===== config.mk =====
export PLATFORM = sky130hd
export DESIGN_NAME = psm_ctrl
export DESIGN_NICKNAME = d
export VERILOG_FILES = /design/src/psm_pkg.sv /design/src/psm_ctrl.sv
export VERILOG_INCLUDE_DIRS = /design/src
export SDC_FILE = /design/constraint.sdc
export NUM_CORES = 1
export LEC_CHECK = 0
export BUFFER_PORTS_ARGS = -buffer_cell sky130_fd_sc_hd__clkbuf_2
export CORE_MARGIN = 10
export CORE_UTILIZATION = 25
export DETAILED_ROUTE_END_ITERATION = 7
export GPL_ROUTABILITY_DRIVEN = 0
export PLACE_DENSITY = 0.44
export SLEW_MARGIN = 20
export SYNTH_ARGS = -nofsm -noshare
export SYNTH_HDL_FRONTEND = slang
export SYNTH_SLANG_ARGS = --single-unit

===== constraint.sdc =====
create_clock -name CLK -period 7.15 [get_ports CLK]
set_input_delay 1.43 -clock CLK [delete_from_list [all_inputs] [get_ports CLK]]
set_output_delay 1.43 -clock CLK [all_outputs]
set_load 0.02 [all_outputs]

===== src/psm_cfg.svh =====
// Power-save controller constants: offsets, fields, reset values, timing
`ifndef PSM_CFG_SVH
`define PSM_CFG_SVH

// APB register byte offsets
`define PSM_OFF_CTRL 8'h00
`define PSM_OFF_WAKE 8'h04
`define PSM_OFF_SCR0 8'h08
`define PSM_OFF_SCR1 8'h0C
`define PSM_OFF_CFG 8'h10
`define PSM_OFF_STAT 8'h14
`define PSM_OFF_CLK 8'h18

// Control register fields
`define PSM_CTRL_ARM 15
`define PSM_CTRL_BOR 1
`define PSM_CTRL_REL 0

// Configuration register fields
`define PSM_CFG_WDT 0
`define PSM_CFG_CAL 1
`define PSM_CFG_CALLP 2
`define PSM_CFG_CLOCK_FAIL_MONITOR 3
`define PSM_CFG_DEEP_SLEEP_WATCHDOG 4
`define PSM_CFG_DEEP_SLEEP_BROWNOUT 5
`define PSM_CFG_EXTERNAL_INTERRUPT_ZERO 6
`define PSM_CFG_MASK_LO 8
`define PSM_CFG_RST 16'h0000
`define PSM_CFG_KEEP 16'h0076

// Wake-source register fields
`define PSM_WK_POR 0
`define PSM_WK_MASTER_CLEAR_PIN 1
`define PSM_WK_CAL 2
`define PSM_WK_EXTERNAL_INTERRUPT_ZERO 3
`define PSM_WK_DEEP_SLEEP_WATCHDOG 4
`define PSM_WK_DEEP_SLEEP_BROWNOUT 5
`define PSM_WK_W 6

// Status register fields
`define PSM_STAT_EXIT 4
`define PSM_STAT_ST_W 3

// Widths and reset values
`define PSM_NPERIPH 8
`define PSM_CLK_W 3
`define PSM_CLK_RST 3'h0
`define PSM_SCR_W 16
`define PSM_CNT_W 4

// Arm window: instruction cycles and clocks per instruction cycle
`define PSM_ARM_WIN_TCY 3
`define PSM_CLK_PER_TCY 2
`define PSM_ARM_WIN_CLKS (`PSM_ARM_WIN_TCY * `PSM_CLK_PER_TCY)

// Power-save request mode selector
`define PSM_MODE_SLEEP 1'b0
`define PSM_MODE_IDLE 1'b1

`endif


===== src/psm_pkg.sv =====
// Power-save controller types
`include "psm_cfg.svh"
package psm_pkg;

  typedef enum logic [2:0] {
    PSM_RUN,
    PSM_ENTER,
    PSM_SLEEP,
    PSM_IDLE,
    PSM_DEEP,
    PSM_DSPOR
  } psm_state_t;

  typedef struct packed {
    psm_state_t st;
    logic arm;
    logic release_io;
    logic bor_flag;
    logic [`PSM_WK_W-1:0] wake;
    logic [`PSM_SCR_W-1:0] scr0;
    logic [`PSM_SCR_W-1:0] scr1;
    logic [15:0] cfg;
    logic [`PSM_CLK_W-1:0] clk_sel;
    logic [`PSM_CLK_W-1:0] clk_saved;
    logic ds_exited;
    logic [`PSM_CNT_W-1:0] arm_cnt;
    logic held_irq;
    logic mode_idle;
    logic cpu_clk_en;
    logic sys_clk_en;
    logic osc_en;
    logic [`PSM_NPERIPH-1:0] periph_en;
    logic low_power_rc_oscillator_en;
    logic clock_fail_monitor_en;
    logic wdt_clr;
    logic io_freeze;
    logic mem_pwr_en;
    logic irq_discard;
    logic cpu_resume;
    logic ds_por_req;
    logic cal_clk_en;
    logic deep_sleep_watchdog_run;
    logic deep_sleep_brownout_run;
    logic pready;
    logic pslverr;
    logic [31:0] prdata;
  } psm_regs_t;

endpackage


===== src/psm_ctrl.sv =====
// Power-save mode controller with APB register slave
`timescale 1ns/10ps
`default_nettype none
`include "psm_cfg.svh"

module psm_ctrl
  import psm_pkg::*;
(
  input wire logic CLK,
  input wire logic RSTN,
  input wire logic PSEL,
  input wire logic PENABLE,
  input wire logic PWRITE,
  input wire logic [7:0] PADDR,
  input wire logic [31:0] PWDATA,
  output logic PREADY,
  output logic [31:0] PRDATA,
  output logic PSLVERR,
  input wire logic PSAV_REQ,
  input wire logic PSAV_MODE,
  input wire logic IRQ_PEND,
  input wire logic WDT_TIMEOUT,
  input wire logic RESET_REQ,
  input wire logic POR_EVT,
  input wire logic MASTER_CLEAR_PIN_N,
  input wire logic CAL_ALARM,
  input wire logic EXT_EXTERNAL_INTERRUPT_ZERO,
  input wire logic DEEP_SLEEP_WATCHDOG_TIMEOUT,
  input wire logic DEEP_SLEEP_BROWNOUT_TRIP,
  input wire logic POR_DONE,
  output logic CPU_CLK_EN,
  output logic SYS_CLK_EN,
  output logic OSC_EN,
  output logic [`PSM_NPERIPH-1:0] PERIPH_CLK_EN,
  output logic LOW_POWER_RC_OSCILLATOR_EN,
  output logic CLOCK_FAIL_MONITOR_EN,
  output logic WDT_CLR,
  output logic IO_FREEZE,
  output logic MEM_PWR_EN,
  output logic IRQ_DISCARD,
  output logic CPU_RESUME,
  output logic DS_POR_REQ,
  output logic [`PSM_CLK_W-1:0] CLK_SEL,
  output logic CAL_CLK_EN,
  output logic DEEP_SLEEP_WATCHDOG_RUN,
  output logic DEEP_SLEEP_BROWNOUT_RUN
);

  logic rst_meta_r;
  logic rst_n;
  psm_regs_t r;
  psm_regs_t n;
  logic wr_en;
  logic rd_en;
  logic deep_sel;
  logic sw_wake;
  logic [`PSM_WK_W-1:0] ds_wake;
  logic [31:0] rd_data;
  logic rd_hit;

  // Reset release synchroniser
  always_ff @(posedge CLK or negedge RSTN) begin
    if (!RSTN) begin
      rst_meta_r <= 1'b0;
      rst_n <= 1'b0;
    end else begin
      rst_meta_r <= 1'b1;
      rst_n <= rst_meta_r;
    end
  end

  // Bus strobes and wake decode
  assign wr_en = PSEL & PENABLE & r.pready & PWRITE;
  assign rd_en = PSEL & PENABLE & ~r.pready;
  assign deep_sel = (PSAV_MODE == `PSM_MODE_SLEEP) & r.arm;
  assign sw_wake = IRQ_PEND | WDT_TIMEOUT | RESET_REQ | r.held_irq;
  // Deep Sleep wake sources; POR and master clear ungated, the rest gated by their enables
  assign ds_wake[`PSM_WK_POR] = POR_EVT;
  assign ds_wake[`PSM_WK_MASTER_CLEAR_PIN] = ~MASTER_CLEAR_PIN_N;
  assign ds_wake[`PSM_WK_CAL] = CAL_ALARM & r.cfg[`PSM_CFG_CAL];
  assign ds_wake[`PSM_WK_EXTERNAL_INTERRUPT_ZERO] = EXT_EXTERNAL_INTERRUPT_ZERO & r.cfg[`PSM_CFG_EXTERNAL_INTERRUPT_ZERO];
  assign ds_wake[`PSM_WK_DEEP_SLEEP_WATCHDOG] = DEEP_SLEEP_WATCHDOG_TIMEOUT & r.cfg[`PSM_CFG_DEEP_SLEEP_WATCHDOG];
  assign ds_wake[`PSM_WK_DEEP_SLEEP_BROWNOUT] = DEEP_SLEEP_BROWNOUT_TRIP & r.cfg[`PSM_CFG_DEEP_SLEEP_BROWNOUT];

  // Read data mux
  always_comb begin
    rd_data = 32'h0000_0000;
    rd_hit = 1'b1;
    case (PADDR)
      `PSM_OFF_CTRL: begin
        rd_data[`PSM_CTRL_ARM] = r.arm;
        rd_data[`PSM_CTRL_BOR] = r.bor_flag;
        rd_data[`PSM_CTRL_REL] = r.release_io;
      end
      `PSM_OFF_WAKE: rd_data[`PSM_WK_W-1:0] = r.wake;
      `PSM_OFF_SCR0: rd_data[`PSM_SCR_W-1:0] = r.scr0;
      `PSM_OFF_SCR1: rd_data[`PSM_SCR_W-1:0] = r.scr1;
      `PSM_OFF_CFG: rd_data[15:0] = r.cfg;
      `PSM_OFF_STAT: begin
        rd_data[`PSM_STAT_ST_W-1:0] = r.st;
        rd_data[`PSM_STAT_EXIT] = r.ds_exited;
      end
      `PSM_OFF_CLK: rd_data[`PSM_CLK_W-1:0] = r.clk_sel;
      default: rd_hit = 1'b0;
    endcase
  end

  // Next-state logic
  always_comb begin
    n = r;
    n.wdt_clr = 1'b0;
    n.irq_discard = 1'b0;
    n.cpu_resume = 1'b0;
    // APB slave: one wait state, answer registered
    n.pready = rd_en;
    n.pslverr = 1'b0; // Error flag stands with ready only
    if (rd_en) begin
      n.prdata = PWRITE ? 32'h0000_0000 : rd_data;
      n.pslverr = ~rd_hit;
    end
    if (wr_en && rd_hit) begin
      case (PADDR)
        `PSM_OFF_CTRL: begin
          if (PWDATA[`PSM_CTRL_ARM] && !r.arm) begin
            n.arm = 1'b1;
            n.arm_cnt = `PSM_CNT_W'(`PSM_ARM_WIN_CLKS);
            n.wake = '0;
          end else if (!PWDATA[`PSM_CTRL_ARM]) begin
            n.arm = 1'b0;
          end
          if (!PWDATA[`PSM_CTRL_REL]) begin
            n.release_io = 1'b0;
          end
          if (!PWDATA[`PSM_CTRL_BOR]) begin
            n.bor_flag = 1'b0;
          end
        end
        `PSM_OFF_SCR0: n.scr0 = PWDATA[`PSM_SCR_W-1:0];
        `PSM_OFF_SCR1: n.scr1 = PWDATA[`PSM_SCR_W-1:0];
        `PSM_OFF_CFG: n.cfg = PWDATA[15:0];
        `PSM_OFF_STAT: begin
          if (PWDATA[`PSM_STAT_EXIT]) begin
            n.ds_exited = 1'b0;
          end
        end
        `PSM_OFF_CLK: n.clk_sel = PWDATA[`PSM_CLK_W-1:0];
        default: n.pslverr = r.pslverr;
      endcase
    end
    // Power-mode sequencing
    case (r.st)
      PSM_RUN: begin
        if (r.arm && r.arm_cnt != '0) begin
          n.arm_cnt = r.arm_cnt - `PSM_CNT_W'(1);
        end
        if (PSAV_REQ && deep_sel) begin
          n.st = PSM_DEEP;
          n.irq_discard = 1'b1;
          n.release_io = 1'b1;
        end else if (PSAV_REQ) begin
          n.st = PSM_ENTER;
          n.mode_idle = (PSAV_MODE == `PSM_MODE_IDLE);
          n.clk_saved = r.clk_sel;
          n.wdt_clr = r.cfg[`PSM_CFG_WDT];
          n.held_irq = 1'b0;
        end else if (r.arm && r.arm_cnt == '0) begin
          n.arm = 1'b0;
        end
      end
      PSM_ENTER: begin
        n.held_irq = IRQ_PEND;
        n.st = r.mode_idle ? PSM_IDLE : PSM_SLEEP;
      end
      PSM_SLEEP, PSM_IDLE: begin
        if (sw_wake) begin
          n.st = PSM_RUN;
          n.cpu_resume = 1'b1;
          n.held_irq = 1'b0;
          n.clk_sel = r.clk_saved;
        end
      end
      PSM_DEEP: begin
        if (DEEP_SLEEP_BROWNOUT_TRIP && r.cfg[`PSM_CFG_DEEP_SLEEP_BROWNOUT]) begin
          n.bor_flag = 1'b1;
        end
        if (ds_wake != '0) begin
          n.st = PSM_DSPOR;
          n.wake = r.wake | ds_wake;
          n.arm = 1'b0;
          n.arm_cnt = '0;
          // Retained: scratch, wake flags, calendar, deep watchdog, deep brownout and INT0 setup
          n.cfg = r.cfg & `PSM_CFG_KEEP;
          n.clk_sel = `PSM_CLK_RST;
        end
      end
      PSM_DSPOR: begin
        if (POR_DONE) begin
          n.st = PSM_RUN;
          n.ds_exited = 1'b1;
        end
      end
      default: n.st = PSM_RUN;
    endcase
    // Registered power outputs from the next state
    n.cpu_clk_en = (n.st == PSM_RUN);
    n.sys_clk_en = (n.st == PSM_RUN) || (n.st == PSM_ENTER) || (n.st == PSM_IDLE);
    n.osc_en = n.sys_clk_en;
    n.periph_en = '0;
    if (n.st == PSM_IDLE) begin
      n.periph_en = ~n.cfg[`PSM_CFG_MASK_LO +: `PSM_NPERIPH];
    end else if (n.st == PSM_RUN || n.st == PSM_ENTER) begin
      n.periph_en = '1;
    end
    n.clock_fail_monitor_en = n.cfg[`PSM_CFG_CLOCK_FAIL_MONITOR] && n.sys_clk_en;
    case (n.st)
      PSM_SLEEP: n.low_power_rc_oscillator_en = n.cfg[`PSM_CFG_WDT] ||
                   (n.cfg[`PSM_CFG_CAL] && n.cfg[`PSM_CFG_CALLP]);
      PSM_DEEP: n.low_power_rc_oscillator_en = n.cfg[`PSM_CFG_DEEP_SLEEP_WATCHDOG] ||
                  (n.cfg[`PSM_CFG_CAL] && n.cfg[`PSM_CFG_CALLP]);
      default: n.low_power_rc_oscillator_en = n.cfg[`PSM_CFG_WDT] || n.cfg[`PSM_CFG_CLOCK_FAIL_MONITOR] ||
                 (n.cfg[`PSM_CFG_CAL] && n.cfg[`PSM_CFG_CALLP]);
    endcase
    n.io_freeze = (n.st == PSM_SLEEP) || (n.st == PSM_DEEP) || n.release_io;
    n.mem_pwr_en = (n.st != PSM_DEEP);
    n.ds_por_req = (n.st == PSM_DSPOR);
    n.cal_clk_en = n.cfg[`PSM_CFG_CAL];
    n.deep_sleep_watchdog_run = (n.st == PSM_DEEP) && n.cfg[`PSM_CFG_DEEP_SLEEP_WATCHDOG];
    n.deep_sleep_brownout_run = (n.st == PSM_DEEP) && n.cfg[`PSM_CFG_DEEP_SLEEP_BROWNOUT];
  end

  // State register
  always_ff @(posedge CLK or negedge rst_n) begin
    if (!rst_n) begin
      r <= '0;
      r.st <= PSM_RUN;
      r.cfg <= `PSM_CFG_RST;
      r.clk_sel <= `PSM_CLK_RST;
      r.cpu_clk_en <= 1'b1;
      r.sys_clk_en <= 1'b1;
      r.osc_en <= 1'b1;
      r.periph_en <= '1;
      r.mem_pwr_en <= 1'b1;
    end else begin
      r <= n;
    end
  end

  // Outputs straight from the state register
  assign PREADY = r.pready;
  assign PRDATA = r.prdata;
  assign PSLVERR = r.pslverr;
  assign CPU_CLK_EN = r.cpu_clk_en;
  assign SYS_CLK_EN = r.sys_clk_en;
  assign OSC_EN = r.osc_en;
  assign PERIPH_CLK_EN = r.periph_en;
  assign LOW_POWER_RC_OSCILLATOR_EN = r.low_power_rc_oscillator_en;
  assign CLOCK_FAIL_MONITOR_EN = r.clock_fail_monitor_en;
  assign WDT_CLR = r.wdt_clr;
  assign IO_FREEZE = r.io_freeze;
  assign MEM_PWR_EN = r.mem_pwr_en;
  assign IRQ_DISCARD = r.irq_discard;
  assign CPU_RESUME = r.cpu_resume;
  assign DS_POR_REQ = r.ds_por_req;
  assign CLK_SEL = r.clk_sel;
  assign CAL_CLK_EN = r.cal_clk_en;
  assign DEEP_SLEEP_WATCHDOG_RUN = r.deep_sleep_watchdog_run;
  assign DEEP_SLEEP_BROWNOUT_RUN = r.deep_sleep_brownout_run;
endmodule
`default_nettype wire


Word level (Yosys, flattened, before mapping)

Index checks and enable logic that the tools add are counted.

Bits in registers: 130
Word-level logic and storage cells: 176
Output and inout port bits: 59

Bitwise gates (word level): 19
Add/subtract/negate cells: 1
Multiplexer cells: 67
Reduce and logical (&&, ||, !) cells: 33
Equal/unequal tests: 22

Operators by type and width:

| kind               | count |
|---|---|
| $mux 16            | 5 |
| $mux 60            | 1 |
| $mux 33            | 1 |
| $pmux 9 s3         | 1 |
| $mux 1             | 26 |
| $eq 8x5->1 const B | 3 |
| $mux 4             | 5 |
| $mux 19            | 1 |
| $mux 3             | 6 |
| $eq 8x4->1 const B | 2 |
| $mux 8             | 2 |
| $pmux 3 s5         | 1 |
| $pmux 2 s7         | 1 |
| $eq 3x2->1 const B | 4 |
| $eq 3x3->1 const B | 4 |
| $mux 6             | 2 |
| $pmux 1 s4         | 3 |
| $logic_and 1x1->1  | 10 |
| $ne 2x2->1 const B | 5 |
| $and 1x1->1        | 9 |
| $mux 9             | 1 |
| $eq 8x3->1 const B | 1 |
| $logic_not 8->1    | 1 |
| $logic_or 1x1->1   | 8 |
| 28 further kinds   | 39 |

Depth between registers and ports, before layout

Depth in word-level cells: 11
Gate-level depth with buffers: 8
Depth with buffers taken out: 7

Worst setup path before layout

OpenSTA, ideal clock, no wires.

Kind: input port to flip-flop
From: in PADDR[2]
To: reg r[106] (netlist bit)
Data arrival time: 2.936 ns
Data required time: 7.023 ns
Slack: 4.086 ns
Cell stages on the path: 8
Path through: buf_2 > nor4b_4 > and2_1 > buf_4 > and2b_1 > buf_4 > buf_8 > mux2_1

Cells in the longest elaborated chain, start to end: 5
Elaborated cells on any way between the ends: 11
Classes of those cells: 6 x eq/ne; 1 x mux; 4 x reduce/logical

Ends and longest elaborated chain:

| item                               | line            | source |
|---|---|---|
| start: declaration                 | psm_ctrl.sv:14  | `input wire logic [7:0] PADDR,` |
| $eq 8x5->1 (tied with other cells) | psm_ctrl.sv:89  | `case (PADDR)` |
| $reduce_or 7->1 (no line)          | -               |  |
| $mux 1                             | psm_ctrl.sv:89  |  |
| $logic_and 1x1->1                  | psm_ctrl.sv:121 | `if (wr_en && rd_hit) begin` |
| $reduce_and 2->1 (no line) *       | -               |  |
| end signal: assignment             | psm_ctrl.sv:244 | `r <= n;` |
| end: declaration                   | psm_ctrl.sv:51  | `psm_regs_t r;` |

Mark *: on every way between the ends. The rest lies on a longest branch, timed or not.
A chain may end at the register's enable or synchronous reset.

Worst setup path in the final report

From: in PADDR[2]
To: reg r[108] (netlist bit)

Same word-level chain as after synthesis.

==> results.rst <==
.. list-table::
   :header-rows: 1

   * - Metric
     - Value
   * - Power density cells
     - 290.0 mW/mm2
   * - Routed length per instance
     - 18.98 um
   * - Post-Route Hold Slack
     - 0.3300 ns
   * - Top sig layer
     - met4
   * - Kind of critical path
     - input pin to flip-flop
   * - IR drop worst, VDD
     - 0.0001042 V
   * - Arrival time worst endpoint
     - 3.86 ns
   * - Total DRC errors in the routed layout
     - 0
   * - Mean instance size in the synthesized netlist
     - 11.15 um2
   * - Horiz. Die Dim
     - 168.3 um
   * - Number of buffers inserted to repair setup after CTS
     - 0
   * - IO Count
     - 116
   * - Fraction of layout instances using a drive strength above 1
     - 0.2773
   * - Quantity of I/O buffers inserted on ports
     - 83
   * - DP HPWL
     - 11610 um
   * - Number of antenna violations at the first check in global routing
     - 0
   * - Area of placed instances
     - 0.005884 mm2
   * - Crit path required time
     - 7.44 ns
   * - RSZ-0062 raised after global routing
     - no
   * - Least-Margin Pin Slew
     - 1.046 ns
   * - Met2 wire length
     - 7211 um
   * - CTS H-Tree Depth
     - 4
   * - Run status
     - finished, final reports clean
   * - Area growth syn-to-layout
     - 17.97%
   * - Initial standard-cell utilization of the core
     - 0.2528
   * - Number of sinks handled by clock tree synthesis
     - 113
   * - Placeable core region
     - 0.02176 mm2
   * - Startpoint Class
     - input pin
   * - Max_cap viols
     - 0
   * - Crit path capture type
     - flip-flop
   * - Ratio of final minimum period to clock period
     - 0.4994
   * - Final Instance Area
     - 0.006487 mm2
   * - Met1 Wirelength
     - 7706 um
   * - Wire length of the first global-routing pass
     - 25170 um
   * - CTS tree
     - done
   * - Total die area
     - 0.02833 mm2
   * - Die height
     - 168.3 um
   * - TNS Setup
     - 0 ns
   * - Number of max-slew violations in the final report
     - 0
   * - Setup violation total in the final timing report
     - 0
   * - Antenna fix cells
     - 0
   * - Via count of the first global-routing pass
     - 4151
   * - Count of yosys warnings during synthesis
     - 0
   * - Setup slack after placement
     - 3.102 ns
   * - Static Leak
     - 3.056 nW
   * - Latest clock arrival within the worst-skew pair
     - 0.42 ns
   * - Clock slew seen by the registers of the worst setup and hold paths
     - 0.05 ns
   * - Aggregate global-route resource usage
     - 0.1141
   * - Synthesized flop and latch total
     - 113
   * - Hold Violations, Final
     - 0
   * - Crit-path leading delay family
     - simple AND/OR/NAND/NOR gates
   * - Maximum clock skew at final layout
     - 0.007559 ns
   * - List of cells traversed by the critical path
     - clkbuf_2, nor4b_4, and2_1, and2b_1, mux2_1
   * - Crit path setup slack, layout
     - 3.579 ns
   * - Async set-or-reset flop fraction in the synthesized netlist
     - 1.000
   * - Cts bufs inserted
     - 17
   * - Most frequent standard cell in the layout excluding fill and tap cells
     - dfrtp_1
   * - Number of enable-type register cells in the synthesized netlist
     - 0
   * - GRT Residual Overflow
     - 0
   * - Nets@finish
     - 604
   * - DR pass1 iterations
     - 4
   * - Total chip power
     - 0.001881 W
   * - Peak clock frequency supported by timing
     - 280.1 MHz
   * - Proportion of synthesized chip area in sequential cells
     - 0.5167
   * - Wire length on met3
     - 789 um
   * - Via-to-Cell Ratio
     - 4.654
   * - Gates resized, CTS repair
     - 0
   * - Rows
     - 54
   * - Number of nets with antenna violations after detailed routing
     - 0
   * - Max clock buf depth
     - 2
   * - Routed WL
     - 15930 um
   * - Most used cells in the layout excluding fill and tap cells
     - dfrtp_1, clkbuf_2, nand2_1, mux2_1, a21oi_1
   * - Worst-path maximum fanout
     - 16
   * - Clock root buffer
     - clkbuf_16
   * - Largest net degree at the start of global routing
     - 72
   * - Summed instance area of the synthesized netlist
     - 0.005499 mm2
   * - Dominant synthesized flop cell
     - dfrtp_1
   * - CTS hold repair buffers
     - 0
   * - DRC violation total after the first TritonRoute iteration
     - 305
   * - Post-route minimum period
     - 3.571 ns
   * - Hold WC Path Type
     - flip-flop to asynchronous set/reset pin
   * - Total vias in the final route
     - 3905
   * - CP max-delay cell
     - and2b_1
   * - Reg2Reg Setup Slack
     - 4.59 ns
   * - Number of instances in the synthesized netlist
     - 493
   * - Worst relative slew slack
     - 0.3022
   * - Distinct cell type count of the synthesized netlist
     - 75
   * - Number of buffers and inverters on the critical path
     - 1
   * - Maximum cell stage delay along the critical path
     - 0.73 ns
[state kept, by name, summed over array words and instances (netlist names), 3 cells and up]
name,count
r,70
PRDATA,16
PERIPH_CLK_EN,8
CLK_SEL,3
[per-stage QoR]
step,util,cells
after floorplan,-,508
after global placement,0.2705,807
after detailed placement,0.2705,807
after CTS,0.2982,839
after global routing,0.2982,839
final,0.2982,839
[final timing paths]
check	start	endpoint	cells after the start
max in group asynchronous	rst_n	DEEP_SLEEP_BROWNOUT_RUN	1
worst min register to register	rst_n	r[98]	0
min in group CLK	rst_meta_r	rst_n	0
worst max register to register	PREADY	r[100]	4
worst min-delay path	rst_n	r[98]	0
worst max-delay path	PADDR[2]	r[108]	5
[cells by family (layout without fill, tap and decap cells)]
| logic type | count (synthesis) | in the layout | share of synthesized area |
|---|---|---|---|
| AOI/OAI and AO/OA | 107 | 107 | 0.1383 |
| xor gates and xnor gates | 2 | 2 | 0.003186 |
| adders and majority gates | 1 | 1 | 0.002275 |
| buffers and inverters | 76 | 127 | 0.09033 |
| DFF | 113 | 113 | 0.5167 |
| muxes | 50 | 50 | 0.1008 |
| other | 2 | 17 | 0.001366 |
| and+or+nand+nor | 142 | 142 | 0.1470 |
[report_power, final]
part | leakage, nW | switching [W] | total (W) | internal [W]
Clock | 0.296 | 0.000288 | 0.000872 | 0.000584
Combinational | 1.25 | 0.000175 | 0.000262 | 0.0000875
Sequential | 1.51 | 0.0000432 | 0.000747 | 0.000704
[per-layer routing]
layer  track usage  up-vias
li1              -     1824
met1        0.1501     1964
met2        0.1751      102
met3       0.03260       15
met4       0.03861        0
met5             0        -
[cell usage after synthesis, types with 3 or more instances]
cell type / instances / area (um2)
dfstp_2: 11 / 289.0
mux2_2: 8 / 90.09
nor2b_1: 4 / 25.02
o21ai_1: 21 / 105.1
a22oi_1: 6 / 45.04
o21ai_0: 5 / 25.02
inv_1: 8 / 30.03
dfrtp_1: 102 / 2552
a21oi_1: 24 / 120.1
nor4b_1: 3 / 26.28
mux2i_1: 7 / 70.07
a222oi_1: 9 / 90.09
o31ai_1: 5 / 37.54
nand2_1: 58 / 217.7
buf_4: 48 / 360.4
nand3_1: 12 / 60.06
buf_2: 10 / 50.05
nand2b_1: 3 / 18.77
clkbuf_1: 5 / 18.77
a22o_1: 10 / 87.58
a21o_1: 3 / 22.52
nor2_1: 19 / 71.32
mux2_1: 35 / 394.1
and2_1: 6 / 37.54
nor3_1: 6 / 30.03
[cell type report]
type	count	area (um2)
clock buffer	27	503.0
clock inverter	5	100.1
fill	2285	15270
inverter	9	33.78
multi-input combinational	319	2217
sequential	113	2845
tap	280	350.3
timing repair buffer	86	437.9
No activity file was read; power rests on OpenSTA's default activity.
